[src/hdl/abr_pkg.sv]
// Constants and carrier types for the converter byte-read host port.
// Assumes a single core clock; the conversion engine itself lies outside this block.
package abr_pkg;
  localparam int RESULT_W = 12;
  localparam int BUS_W = 12;
  localparam int FIFO_DEPTH = 32;
  localparam int CLK_PERIOD_NS = 8;
  localparam int CONV_TIME_NS = 3000;
  // Shortest conversion rounds up to whole cycles
  localparam int CONV_CYCLES = (CONV_TIME_NS + CLK_PERIOD_NS - 1) / CLK_PERIOD_NS;
  localparam int CNT_W = 9;
  localparam logic [11:0] RESULT_RST = 12'h000;
  localparam logic [3:0] NIBBLE_LOW = 4'h0;
  localparam int MSB_LO = 8;
  localparam int LOW_BYTE_HI = 7;

  typedef struct packed {
    logic chipSelN;
    logic readN;
    logic highByteSelect;
  } abr_strobe_t;

  typedef struct packed {
    logic [RESULT_W-1:0] code;
  } abr_sample_t;

  typedef enum logic {
    ABR_IDLE,
    ABR_CONVERT
  } abr_state_t;
endpackage : abr_pkg

[src/hdl/abr_fifo.sv]
// Synchronous FIFO with valid/ready on both sides.
// Assumes one clock and a synchronous active-high reset.
module abr_fifo #(
  parameter int WIDTH = 12,
  parameter int DEPTH = 32
) (
  input wire logic core_clk,
  input wire logic sys_rst,
  input wire logic [WIDTH-1:0] inData,
  input wire logic inValid,
  output logic inReady,
  output logic [WIDTH-1:0] outData,
  output logic outValid,
  input wire logic outReady
);
  localparam int AW = $clog2(DEPTH);
  logic [WIDTH-1:0] mem [DEPTH];
  logic [AW-1:0] wrPtr_ff;
  logic [AW-1:0] rdPtr_ff;
  logic [AW:0] count_ff;
  logic doWrite;
  logic doRead;
  logic [AW:0] nxt_count;
  logic inReady_ff;

  assign doWrite = inValid && inReady;
  assign doRead = outValid && outReady;
  // Refusal comes from a flop so the producer never sees a combinational path
  assign inReady = inReady_ff;
  assign nxt_count = count_ff + (AW+1)'(doWrite) - (AW+1)'(doRead);
  assign outValid = (count_ff != '0);
  assign outData = mem[rdPtr_ff];

  always_ff @(posedge core_clk) begin
    if (doWrite) begin
      mem[wrPtr_ff] <= inData;
    end
  end

  always_ff @(posedge core_clk) begin
    if (sys_rst) begin
      wrPtr_ff <= '0;
      rdPtr_ff <= '0;
      count_ff <= '0;
      inReady_ff <= 1'b1;
    end else begin
      if (doWrite) begin
        wrPtr_ff <= wrPtr_ff + 1'b1;
      end
      if (doRead) begin
        rdPtr_ff <= rdPtr_ff + 1'b1;
      end
      count_ff <= nxt_count;
      inReady_ff <= (nxt_count != (AW+1)'(DEPTH));
    end
  end
endmodule : abr_fifo

[src/hdl/abr_host_port.sv]
// Device-side read/convert-start port of a 12-bit successive-approximation converter.
// Assumes strobes arrive asynchronously from the processor and pass a two-stage synchronizer;
// the analog engine hands finished codes in through a valid/ready stream.
module abr_host_port (
  input wire logic core_clk,
  input wire logic sys_rst,
  input wire abr_pkg::abr_strobe_t strobeN,
  output logic [abr_pkg::BUS_W-1:0] dataOut,
  output logic [abr_pkg::BUS_W-1:0] dataOutEn,
  output logic busyN,
  output logic sampleNow,
  input wire abr_pkg::abr_sample_t convCode,
  input wire logic convValid,
  output logic convReady
);
  abr_pkg::abr_strobe_t syncA_ff;
  abr_pkg::abr_strobe_t syncB_ff;
  abr_pkg::abr_state_t state_ff;
  logic [abr_pkg::CNT_W-1:0] convCnt_ff;
  logic [abr_pkg::RESULT_W-1:0] result_ff;
  logic readActive;
  logic readActive_ff;
  logic startReq;
  logic convDone;
  logic [abr_pkg::RESULT_W-1:0] fifoData;
  logic fifoValid;
  logic fifoPop;
  logic [abr_pkg::BUS_W-1:0] nxt_dataOut;

  // Strobes from the processor cross here; start, busy and enable lag the strobes by three clocks
  always_ff @(posedge core_clk) begin
    if (sys_rst) begin
      syncA_ff <= '{chipSelN: 1'b1, readN: 1'b1, highByteSelect: 1'b0};
      syncB_ff <= '{chipSelN: 1'b1, readN: 1'b1, highByteSelect: 1'b0};
    end else begin
      syncA_ff <= strobeN;
      syncB_ff <= syncA_ff;
    end
  end

  assign readActive = !syncB_ff.chipSelN && !syncB_ff.readN;

  always_ff @(posedge core_clk) begin
    if (sys_rst) begin
      readActive_ff <= 1'b0;
    end else begin
      readActive_ff <= readActive;
    end
  end

  // Only the falling edge of a low-byte read asks for a conversion
  assign startReq = readActive && !readActive_ff && !syncB_ff.highByteSelect;

  // Finished codes queue here; a code arriving early waits for the timer to expire
  abr_fifo #(
    .WIDTH(abr_pkg::RESULT_W),
    .DEPTH(abr_pkg::FIFO_DEPTH)
  ) u_fifo (
    .core_clk(core_clk),
    .sys_rst(sys_rst),
    .inData(convCode.code),
    .inValid(convValid),
    .inReady(convReady),
    .outData(fifoData),
    .outValid(fifoValid),
    .outReady(fifoPop)
  );

  assign convDone = (state_ff == abr_pkg::ABR_CONVERT) && (convCnt_ff == '0) && fifoValid;
  assign fifoPop = convDone;

  always_ff @(posedge core_clk) begin
    if (sys_rst) begin
      state_ff <= abr_pkg::ABR_IDLE;
      convCnt_ff <= '0;
    end else begin
      unique case (state_ff)
        abr_pkg::ABR_IDLE: begin
          if (startReq) begin
            state_ff <= abr_pkg::ABR_CONVERT;
            convCnt_ff <= abr_pkg::CNT_W'(abr_pkg::CONV_CYCLES - 1);
          end
        end
        abr_pkg::ABR_CONVERT: begin
          // Further start requests are simply not looked at here
          if (convCnt_ff != '0) begin
            convCnt_ff <= convCnt_ff - 1'b1;
          end else if (convDone) begin
            state_ff <= abr_pkg::ABR_IDLE;
          end
        end
      endcase
    end
  end

  // Sampling pulse marks the effective start, after synchronization
  always_ff @(posedge core_clk) begin
    if (sys_rst) begin
      sampleNow <= 1'b0;
    end else begin
      sampleNow <= startReq && (state_ff == abr_pkg::ABR_IDLE);
    end
  end

  always_ff @(posedge core_clk) begin
    if (sys_rst) begin
      busyN <= 1'b1;
    end else if (startReq && (state_ff == abr_pkg::ABR_IDLE)) begin
      busyN <= 1'b0;
    end else if (convDone) begin
      busyN <= 1'b1;
    end
  end

  // Output latch updates only at end of conversion, so a ROM-style start read sees old data
  always_ff @(posedge core_clk) begin
    if (sys_rst) begin
      result_ff <= abr_pkg::RESULT_RST;
    end else if (convDone) begin
      result_ff <= fifoData;
    end
  end

  always_comb begin
    nxt_dataOut[abr_pkg::BUS_W-1:abr_pkg::MSB_LO] =
      result_ff[abr_pkg::RESULT_W-1:abr_pkg::MSB_LO];
    if (syncB_ff.highByteSelect) begin
      nxt_dataOut[abr_pkg::LOW_BYTE_HI:4] = abr_pkg::NIBBLE_LOW;
      nxt_dataOut[3:0] = result_ff[abr_pkg::RESULT_W-1:abr_pkg::MSB_LO];
    end else begin
      nxt_dataOut[abr_pkg::LOW_BYTE_HI:0] = result_ff[abr_pkg::LOW_BYTE_HI:0];
    end
  end

  always_ff @(posedge core_clk) begin
    if (sys_rst) begin
      dataOut <= '0;
      dataOutEn <= '0;
    end else begin
      dataOut <= nxt_dataOut;
      dataOutEn <= {abr_pkg::BUS_W{readActive}};
    end
  end
endmodule : abr_host_port

[config.mk]
export PLATFORM = sky130hd
export DESIGN_NAME = abr_host_port
export DESIGN_NICKNAME = d
export VERILOG_FILES = /design/src/hdl/abr_pkg.sv /design/src/hdl/abr_fifo.sv /design/src/hdl/abr_host_port.sv
export SDC_FILE = /design/constraint.sdc
export NUM_CORES = 1
export LEC_CHECK = 0
export BUFFER_PORTS_ARGS = -buffer_cell sky130_fd_sc_hd__buf_2
export CAP_MARGIN = 20
export CORE_MARGIN = 1
export CORE_UTILIZATION = 55
export CTS_CLUSTER_DIAMETER = 120
export CTS_CLUSTER_SIZE = 28
export DETAILED_ROUTE_END_ITERATION = 6
export GPL_TIMING_DRIVEN = 0
export HOLD_SLACK_MARGIN = 0.12
export PLACE_DENSITY = 0.72
export SETUP_SLACK_MARGIN = 0.15
export SYNTH_ARGS = -nofsm -noshare
export SYNTH_HDL_FRONTEND = slang
export SYNTH_HIERARCHICAL = 1
export SYNTH_SLANG_ARGS = --single-unit
[constraint.sdc]
create_clock -name core_clk -period 3.7 [get_ports core_clk]
set_input_delay 0.185 -clock core_clk [delete_from_list [all_inputs] [get_ports core_clk]]
set_output_delay 0.185 -clock core_clk [all_outputs]
set_load 0.1 [all_outputs]
==> results of run 1 <==
[state kept, by name, indices dropped and copies added, names as in the netlist, 3 cells and up, named ones only]
| signal | count |
|---|---|
| u_fifo/wrPtr_ff | 5 |
| result_ff | 12 |
| convCnt_ff | 9 |
| u_fifo/count_ff | 6 |
| syncB_ff | 3 |
| u_fifo/rdPtr_ff | 5 |
| dataOut | 12 |
| u_fifo/mem | 384 |
| syncA_ff | 3 |
[cells by family after synthesis]
family | count (synthesis) | share of synthesized area [%]
AOI/OAI and AO/OA | 124 | 5.59
xor gates and xnor gates | 13 | 0.643
adders and majority gates | 14 | 1.03
buffers and inverters | 86 | 2.87
DFF | 449 | 72.4
muxes | 150 | 11.9
and+or+nand+nor | 191 | 5.55
[repair_timing]
action                                  CTS  global route
endpoints found under the setup margin    2             2
pin swaps                                 1             0
endpoints found under the hold margin     8             0
resized for setup                         0             2
setup buffers                             1             0
hold buffers                              5             0
[area by class of cell]
cell class                      count  area (µm²)  share of cell area, %
Inverter                           21        78.8                  0.407
Multi-Input combinational cell    492        4390                   22.7
Tap cell                          402         503                   2.60
Clock inverter                      1        30.0                  0.155
Buffer                             65         430                   2.22
Timing Repair Buffer               75         507                   2.62
Clock buffer                       35         578                   2.99
Sequential cell                   449       12800                   66.3
[metal layers]
layer  track usage [%]  wire [µm]  part of all wire (%)
met1              32.6      15700                    42
met2              37.8      18000                    48
met4              5.97       1040                   2.8
met5                 0          0                     0
met3              2.35       2470                   6.6
[layout by cell type, fill, tap and decap left out, types with 12 or more instances in the layout]
cell type  Yosys  layout
a22o_1        12      12
clkbuf_16      0      21
buf_6          9      20
a22oi_1       36      36
dfxtp_1       65      65
ha_1          13      13
nor2b_1       23      23
inv_1         21      21
nand3_1       16      16
buf_4         27      42
nand2_1       46      46
buf_2         11      55
nor2_1        59      59
edfxtp_1     384     384
clkbuf_1      17      31
mux4_2        48      48
a211oi_1      14      14
mux2i_1       97      97
a31oi_1       14      14
a21oi_1       18      18
[where the power goes]
part	switching (mW)	total [mW]	internal [mW]	leakage (nW)
clock	1.47	2.57	1.10	0.287
sequential	0.0372	5.62	5.59	3.99
combinational	0.443	0.672	0.229	1.83
total	1.95	8.86	6.91	6.10
[worst paths after layout]
kind | slack [ns] | depth (start not counted) | to
setup / recovery | 0.39 | 14 | u_fifo/inReady$_SDFF_PP1_
hold / removal | 0.18 | 1 | u_fifo/mem[12][0]$_DFFE_PP_
setup reg to reg | 0.39 | 14 | u_fifo/inReady$_SDFF_PP1_
hold reg to reg | 0.42 | 1 | syncB_ff[2]$_SDFF_PP1_
[worst max-delay path: stages, from the launching register on]
cell	delay [ns]
dfxtp_1	0.37
or4_4	0.55
nor4_4	0.28
buf_6	0.21
and2_1	0.13
buf_2	0.18
xnor2_1	0.14
ha_1	0.21
inv_1	0.07
fa_1	0.42
inv_1	0.07
a21oi_1	0.05
o21ai_1	0.17
xnor2_1	0.17
nand4bb_1	0.14
==> out/metrics.cfg, run 1 <==
[clock_network]
ctsLongestPathBuffers=3
clk_pin_slew_worst_paths_ns=0.10
clkLatencyLatePin_ns=0.54
ctsHtreeMaxLevel=1
cts_tree=yes
cts.sinks=449
cts_buffers=20
cts-root-buf=clkbuf_16

[placement]
portBuffers=44
placed_cell_area_um2=18600
hpwl_mm=24.9
dp_slack_ns=0.138
dpl.cell_count=1490
place_congestion=0.974

[worst_setup_path]
worst_ep_required_time_ns=4.11
worstSetupPathType=register to register
cp-end-kind=register
cp_max_fo=10
critPathLaunch=convCnt_ff[5]$_SDFFE_PP0P_
setup.worst_path.start_class=register
r2r-start=convCnt_ff[5]$_SDFFE_PP0P_
cp.arrival_ns=3.72

[finish]
post-route-cell-area_um2=19400
stdcell_count=1540
final_util_pct=61.2
n_fill_cell=2305
drive_gt1_share_pct=19.7
antenna_cells=0
fin_nets=1156
syn_to_final_growth_pct=9.21

[synth]
synth_cell_types=64
async_flop_share_pct=0
ys_seq_area_share_pct=72.4
synth_edf_count=384
synth_largest_area_cell=edfxtp_1
yosysMostFrequentCell=edfxtp_1
synth_nets=1059
yosys_warnings=6
syn_avg_cell_area_um2=17.3
synthTopCellsByArea=edfxtp_1 65%, dfxtp_1 7.3%, mux4_2 6.1%
syn_area_um2=17700
synth_common_cells=384 x edfxtp_1, 97 x mux2i_1, 65 x dfxtp_1
syn_inst=1027
synth_top_cell_area_share_pct=65.1
synth_flop_cell=edfxtp_1
ys_ff_latch=449

[floorplanning]
num_rows=65
core_area_um2=31600
die_width_um=182
initial_core_util_pct=56.0
ios=45
dieArea_um2=32900
fp.dieH_um=182

[timing]
slew_violations=0
hold_viol=0
finalSetupViolations=0
min_period_ns=3.31
fin_skew_ns=0.0409
finalCritPeriodShare_pct=89.4
setup-tns-final_ns=0
grt_setup_unrepaired=no
layout_setup_ws_ns=0.393
timing.fmax_ghz=0.302
worst_pin_slew_ns=1.10
max_slew_margin_pct=26.3
hold_slack_ns=0.182

[worst_hold_path]
hold_path.class=input pin to register
hp-start=convCode[0]

[route]
via_per_inst=6.06
vias=9328
wire_per_inst_um=24.2
antenna_left=0
drtIter0Drc=1016
firstDrtPassIters=5
drc=0
wl_mm=37.2

[global_route]
grt_pass1_wl_mm=55.1
grt_max_degree=33
grt_pass1_vias=8904
globalRouteTotalUtil_pct=22.8
grt.overflow.total=0
grt_antenna_before_repair=0

[pwr]
p_per_area_nw_per_um2=458
p_leak_nw=6.10
peakVddDrop_mv=0.588
power.total_mw=8.86

[status]
status=complete, no violations

[job]
maxCapViolations=0

No activity file was read; power rests on OpenSTA's default activity.
==> inputs of run 2 (changes only) <==
- ABC_AREA: not set -> 1
- PLACE_DENSITY: 0.72 -> 0.71
==> run 2 against run 1 <==
- worst hold slack gained 0.076 ns
- highest routed layer unchanged
- first-iteration DRC count grew 25%
- clock-buffer cell count shrank 6
- critical path type unchanged
- flip-flop and latch count is the same
- non-clock buffer count grew 31
- total power grew 1.7%
- clock skew shrank 0.0047 ns
- maximum frequency grew 2.4%
- final cell count grew 45%
- design area grew 3.5%
- routed wire length grew 24%
==> out/metrics.cfg, run 2 <==
[finish]
antenna_cells=0  ; unchanged
mostFrequentLayoutCells=584 x nand2_1, 384 x edfxtp_1, 314 x nand3_1
n_fill_cell=2619  ; +14%
final_util_pct=61.1  ; -0.080 points
largest_reg_flops=384  ; unchanged
final_common_cell=nand2_1
drive_gt1_share_pct=10.8  ; -8.9 points
post-route-cell-area_um2=20000  ; +3.5%
top_register=u_fifo/mem
top_regs=u_fifo/mem x384, dataOut x12, result_ff x12
fin_nets=1810  ; +57%
syn_to_final_growth_pct=8.71
stdcell_count=2228  ; +45%

[global_route]
grt_pass1_wl_mm=68.5  ; +24%
use_met3_pct=2.54  ; +0.19 points
top_usage_layer=met2
grt.overflow.total=0  ; unchanged
grt_pass1_vias=11700  ; +31%
use_met1_pct=40.4  ; +7.8 points
grt_antenna_before_repair=0  ; unchanged
grt_max_degree=33  ; unchanged
globalRouteTotalUtil_pct=27.4  ; +4.6 points
use_met2_pct=43.5  ; +5.7 points

[synth]
yosysMostFrequentCell=nand2_1
ys_seq_area_share_pct=69.7  ; -2.8 points
yosys_warnings=6  ; unchanged
async_flop_share_pct=0  ; unchanged
synth_top_cell_area_share_pct=62.6  ; -2.5 points
synth_flop_cell=edfxtp_1
synth_edf_count=384  ; unchanged
syn_area_um2=18400  ; +4.0%
syn_avg_cell_area_um2=10.9  ; -37%
synth_nets=1717  ; +62%
syn_inst=1685  ; +64%
synth_largest_area_cell=edfxtp_1
ys_ff_latch=449  ; unchanged
synth_common_cells=584 x nand2_1, 384 x edfxtp_1, 314 x nand3_1
synth_cell_types=33  ; -48%
synthTopCellsByArea=edfxtp_1 63%, nand2_1 12%, nand3_1 8.5%

[worst_setup_path]
worstSetupPathType=register to register
setup.worst_path.start_class=register
cp.arrival_ns=3.68  ; -0.04 ns
cp_max_fo=10  ; unchanged
worst_ep_required_time_ns=4.15  ; +0.04 ns
cp-end-kind=register

[clock_network]
clkLatencyLatePin_ns=0.54  ; about the same
cts_buffers=20  ; unchanged
postCtsSetupBuffers=0  ; -1
cts-root-buf=clkbuf_16
ctsLongestPathBuffers=3  ; unchanged
ctsHtreeMaxLevel=1  ; unchanged
cts.sinks=449  ; unchanged
clk_pin_slew_worst_paths_ns=0.11  ; about the same
cts_tree=yes

[timing]
hold_viol=0  ; unchanged
grt_setup_unrepaired=no
slew_violations=0  ; unchanged
finalSetupViolations=0  ; unchanged
worst_pin_slew_ns=1.16  ; +0.0545 ns
layout_setup_ws_ns=0.469  ; +0.0762 ns
timing.fmax_ghz=0.310  ; +2.4%
max_slew_margin_pct=22.7  ; -3.6 points
finalCritPeriodShare_pct=87.3  ; -2.1 points
fin_skew_ns=0.0362  ; -0.00470 ns
hold_slack_ns=0.258  ; +0.0763 ns
setup-tns-final_ns=0  ; unchanged
min_period_ns=3.23  ; -0.0762 ns

[route]
drc=0  ; unchanged
firstDrtPassIters=5  ; unchanged
vias=12700  ; +36%
drtIter0Drc=1268  ; +25%
antenna_left=0  ; unchanged
wl_mm=46.1  ; +24%
wire_per_inst_um=20.7  ; -14%
via_per_inst=5.69  ; -6.1%

[pwr]
intPower_mw=6.88  ; -0.39%
power_frac_clock_pct=28.4  ; -0.6 points
p_leak_nw=7.59  ; +24%
seqPwrFrac_pct=62.4  ; -1.1 points
p_per_area_nw_per_um2=450  ; -1.8%
p_comb_share_pct=9.2  ; +1.6 points
power.share.switching_pct=23.6  ; +1.6 points
p_switching_mw=2.13  ; +8.9%
power.total_mw=9.01  ; +1.7%
peakVddDrop_mv=0.392  ; -33%

[placement]
placed_cell_area_um2=19300  ; +3.5%
dp_slack_ns=0.468  ; +0.330 ns
hpwl_mm=30.2  ; +22%
portBuffers=44  ; unchanged
dpl.cell_count=2177  ; +46%
place_congestion=0.932  ; -4.3%

[floorplanning]
num_rows=66  ; +1.5%
dieArea_um2=34200  ; +3.9%
core_area_um2=32800  ; +3.6%
die_width_um=185  ; +1.9%
ios=45  ; unchanged
initial_core_util_pct=56.2  ; +0.18 points
fp.dieH_um=185  ; +1.9%

[job]
maxCapViolations=0  ; unchanged

[worst_hold_path]
hold_path.class=input pin to register

[status]
status=complete, no violations

## run 2: cell types whose count changed after synthesis, sizes merged, moves of 25 or more
cell	before	now
nand2	46	586
nand3	16	318
mux2i	97	0
mux4	48	0
inv	21	63
buf	47	84
a22oi	36	0
nor2b	25	0
o21ai	2	27
## run 2: kinds of logic after synthesis
kind of cell	after synthesis	synth area share (%)
compound gates	59	1.70
xor+xnor	4	0.190
fa+ha+maj	14	0.992
buf+inv	163	4.46
flops	449	69.7
simple gates	996	23.0
## run 2: area by class of cell
cell class	instances	area (µm²)	area share, %
Clock buffer	29	556	2.77
Timing Repair Buffer	71	459	2.29
Buffer	100	586	2.92
Clock inverter	1	30.0	0.150
Sequential cell	449	12800	64.1
Multi-Input combinational cell	1073	4780	23.9
Inverter	63	236	1.18
Tap cell	442	553	2.76
## run 2: repair_timing
| item | 4_1_cts | 5_1_grt |
|---|---|---|
| resized for setup | 0 | 1 |
| endpoints found under the hold margin | 17 | 0 |
| hold buffers | 6 | 0 |
| setup endpoints to repair | 0 | 1 |
## run 2: path summary, 6_finish.rpt
path	startpoint	end	slack (ns)	cells past startpoint
max	convCnt_ff[0]$_SDFFE_PP0P_	u_fifo/inReady$_SDFF_PP1_	0.47	20
min	convCode[0]	u_fifo/mem[0][0]$_DFFE_PP_	0.26	1
max reg2reg	convCnt_ff[0]$_SDFFE_PP0P_	u_fifo/inReady$_SDFF_PP1_	0.47	20
min reg2reg	syncA_ff[0]$_SDFF_PP0_	syncB_ff[0]$_SDFF_PP0_	0.42	2
## run 2: metal layers
metal	up-vias	wire length, µm
li1	5897	-
met1	6105	19400
met2	599	21400
met3	74	4000
met4	0	1320
met5	-	0
## run 2: power by group through the flow
| stage | logic, mW | registers [mW] | clock network [mW] |
|---|---|---|---|
| 2_1_floorplan | 0.473 | 5.77 | 0 |
| 3_3_place_gp | 0.782 | 5.74 | 0 |
| 3_5_place_dp | 0.806 | 5.74 | 0 |
| 4_1_cts | 0.815 | 5.62 | 2.59 |
| 5_1_grt | 0.911 | 5.63 | 2.76 |
| 6_report | 0.828 | 5.62 | 2.56 |
## run 2: worst max-delay path, stage by stage, from the launching register on
cell	delay, ns
dfxtp_1	0.34
inv_1	0.10
ha_1	0.26
nand3_2	0.13
nor2_4	0.15
nand3_4	0.13
buf_6	0.18
inv_1	0.06
nand2_1	0.18
nor2_2	0.18
inv_1	0.08
nand2_1	0.06
ha_1	0.16
inv_1	0.06
fa_1	0.41
nand3b_1	0.17
nand2_1	0.08
xor2_1	0.18
nand2_1	0.07
nor2_1	0.09
nand2_1	0.06
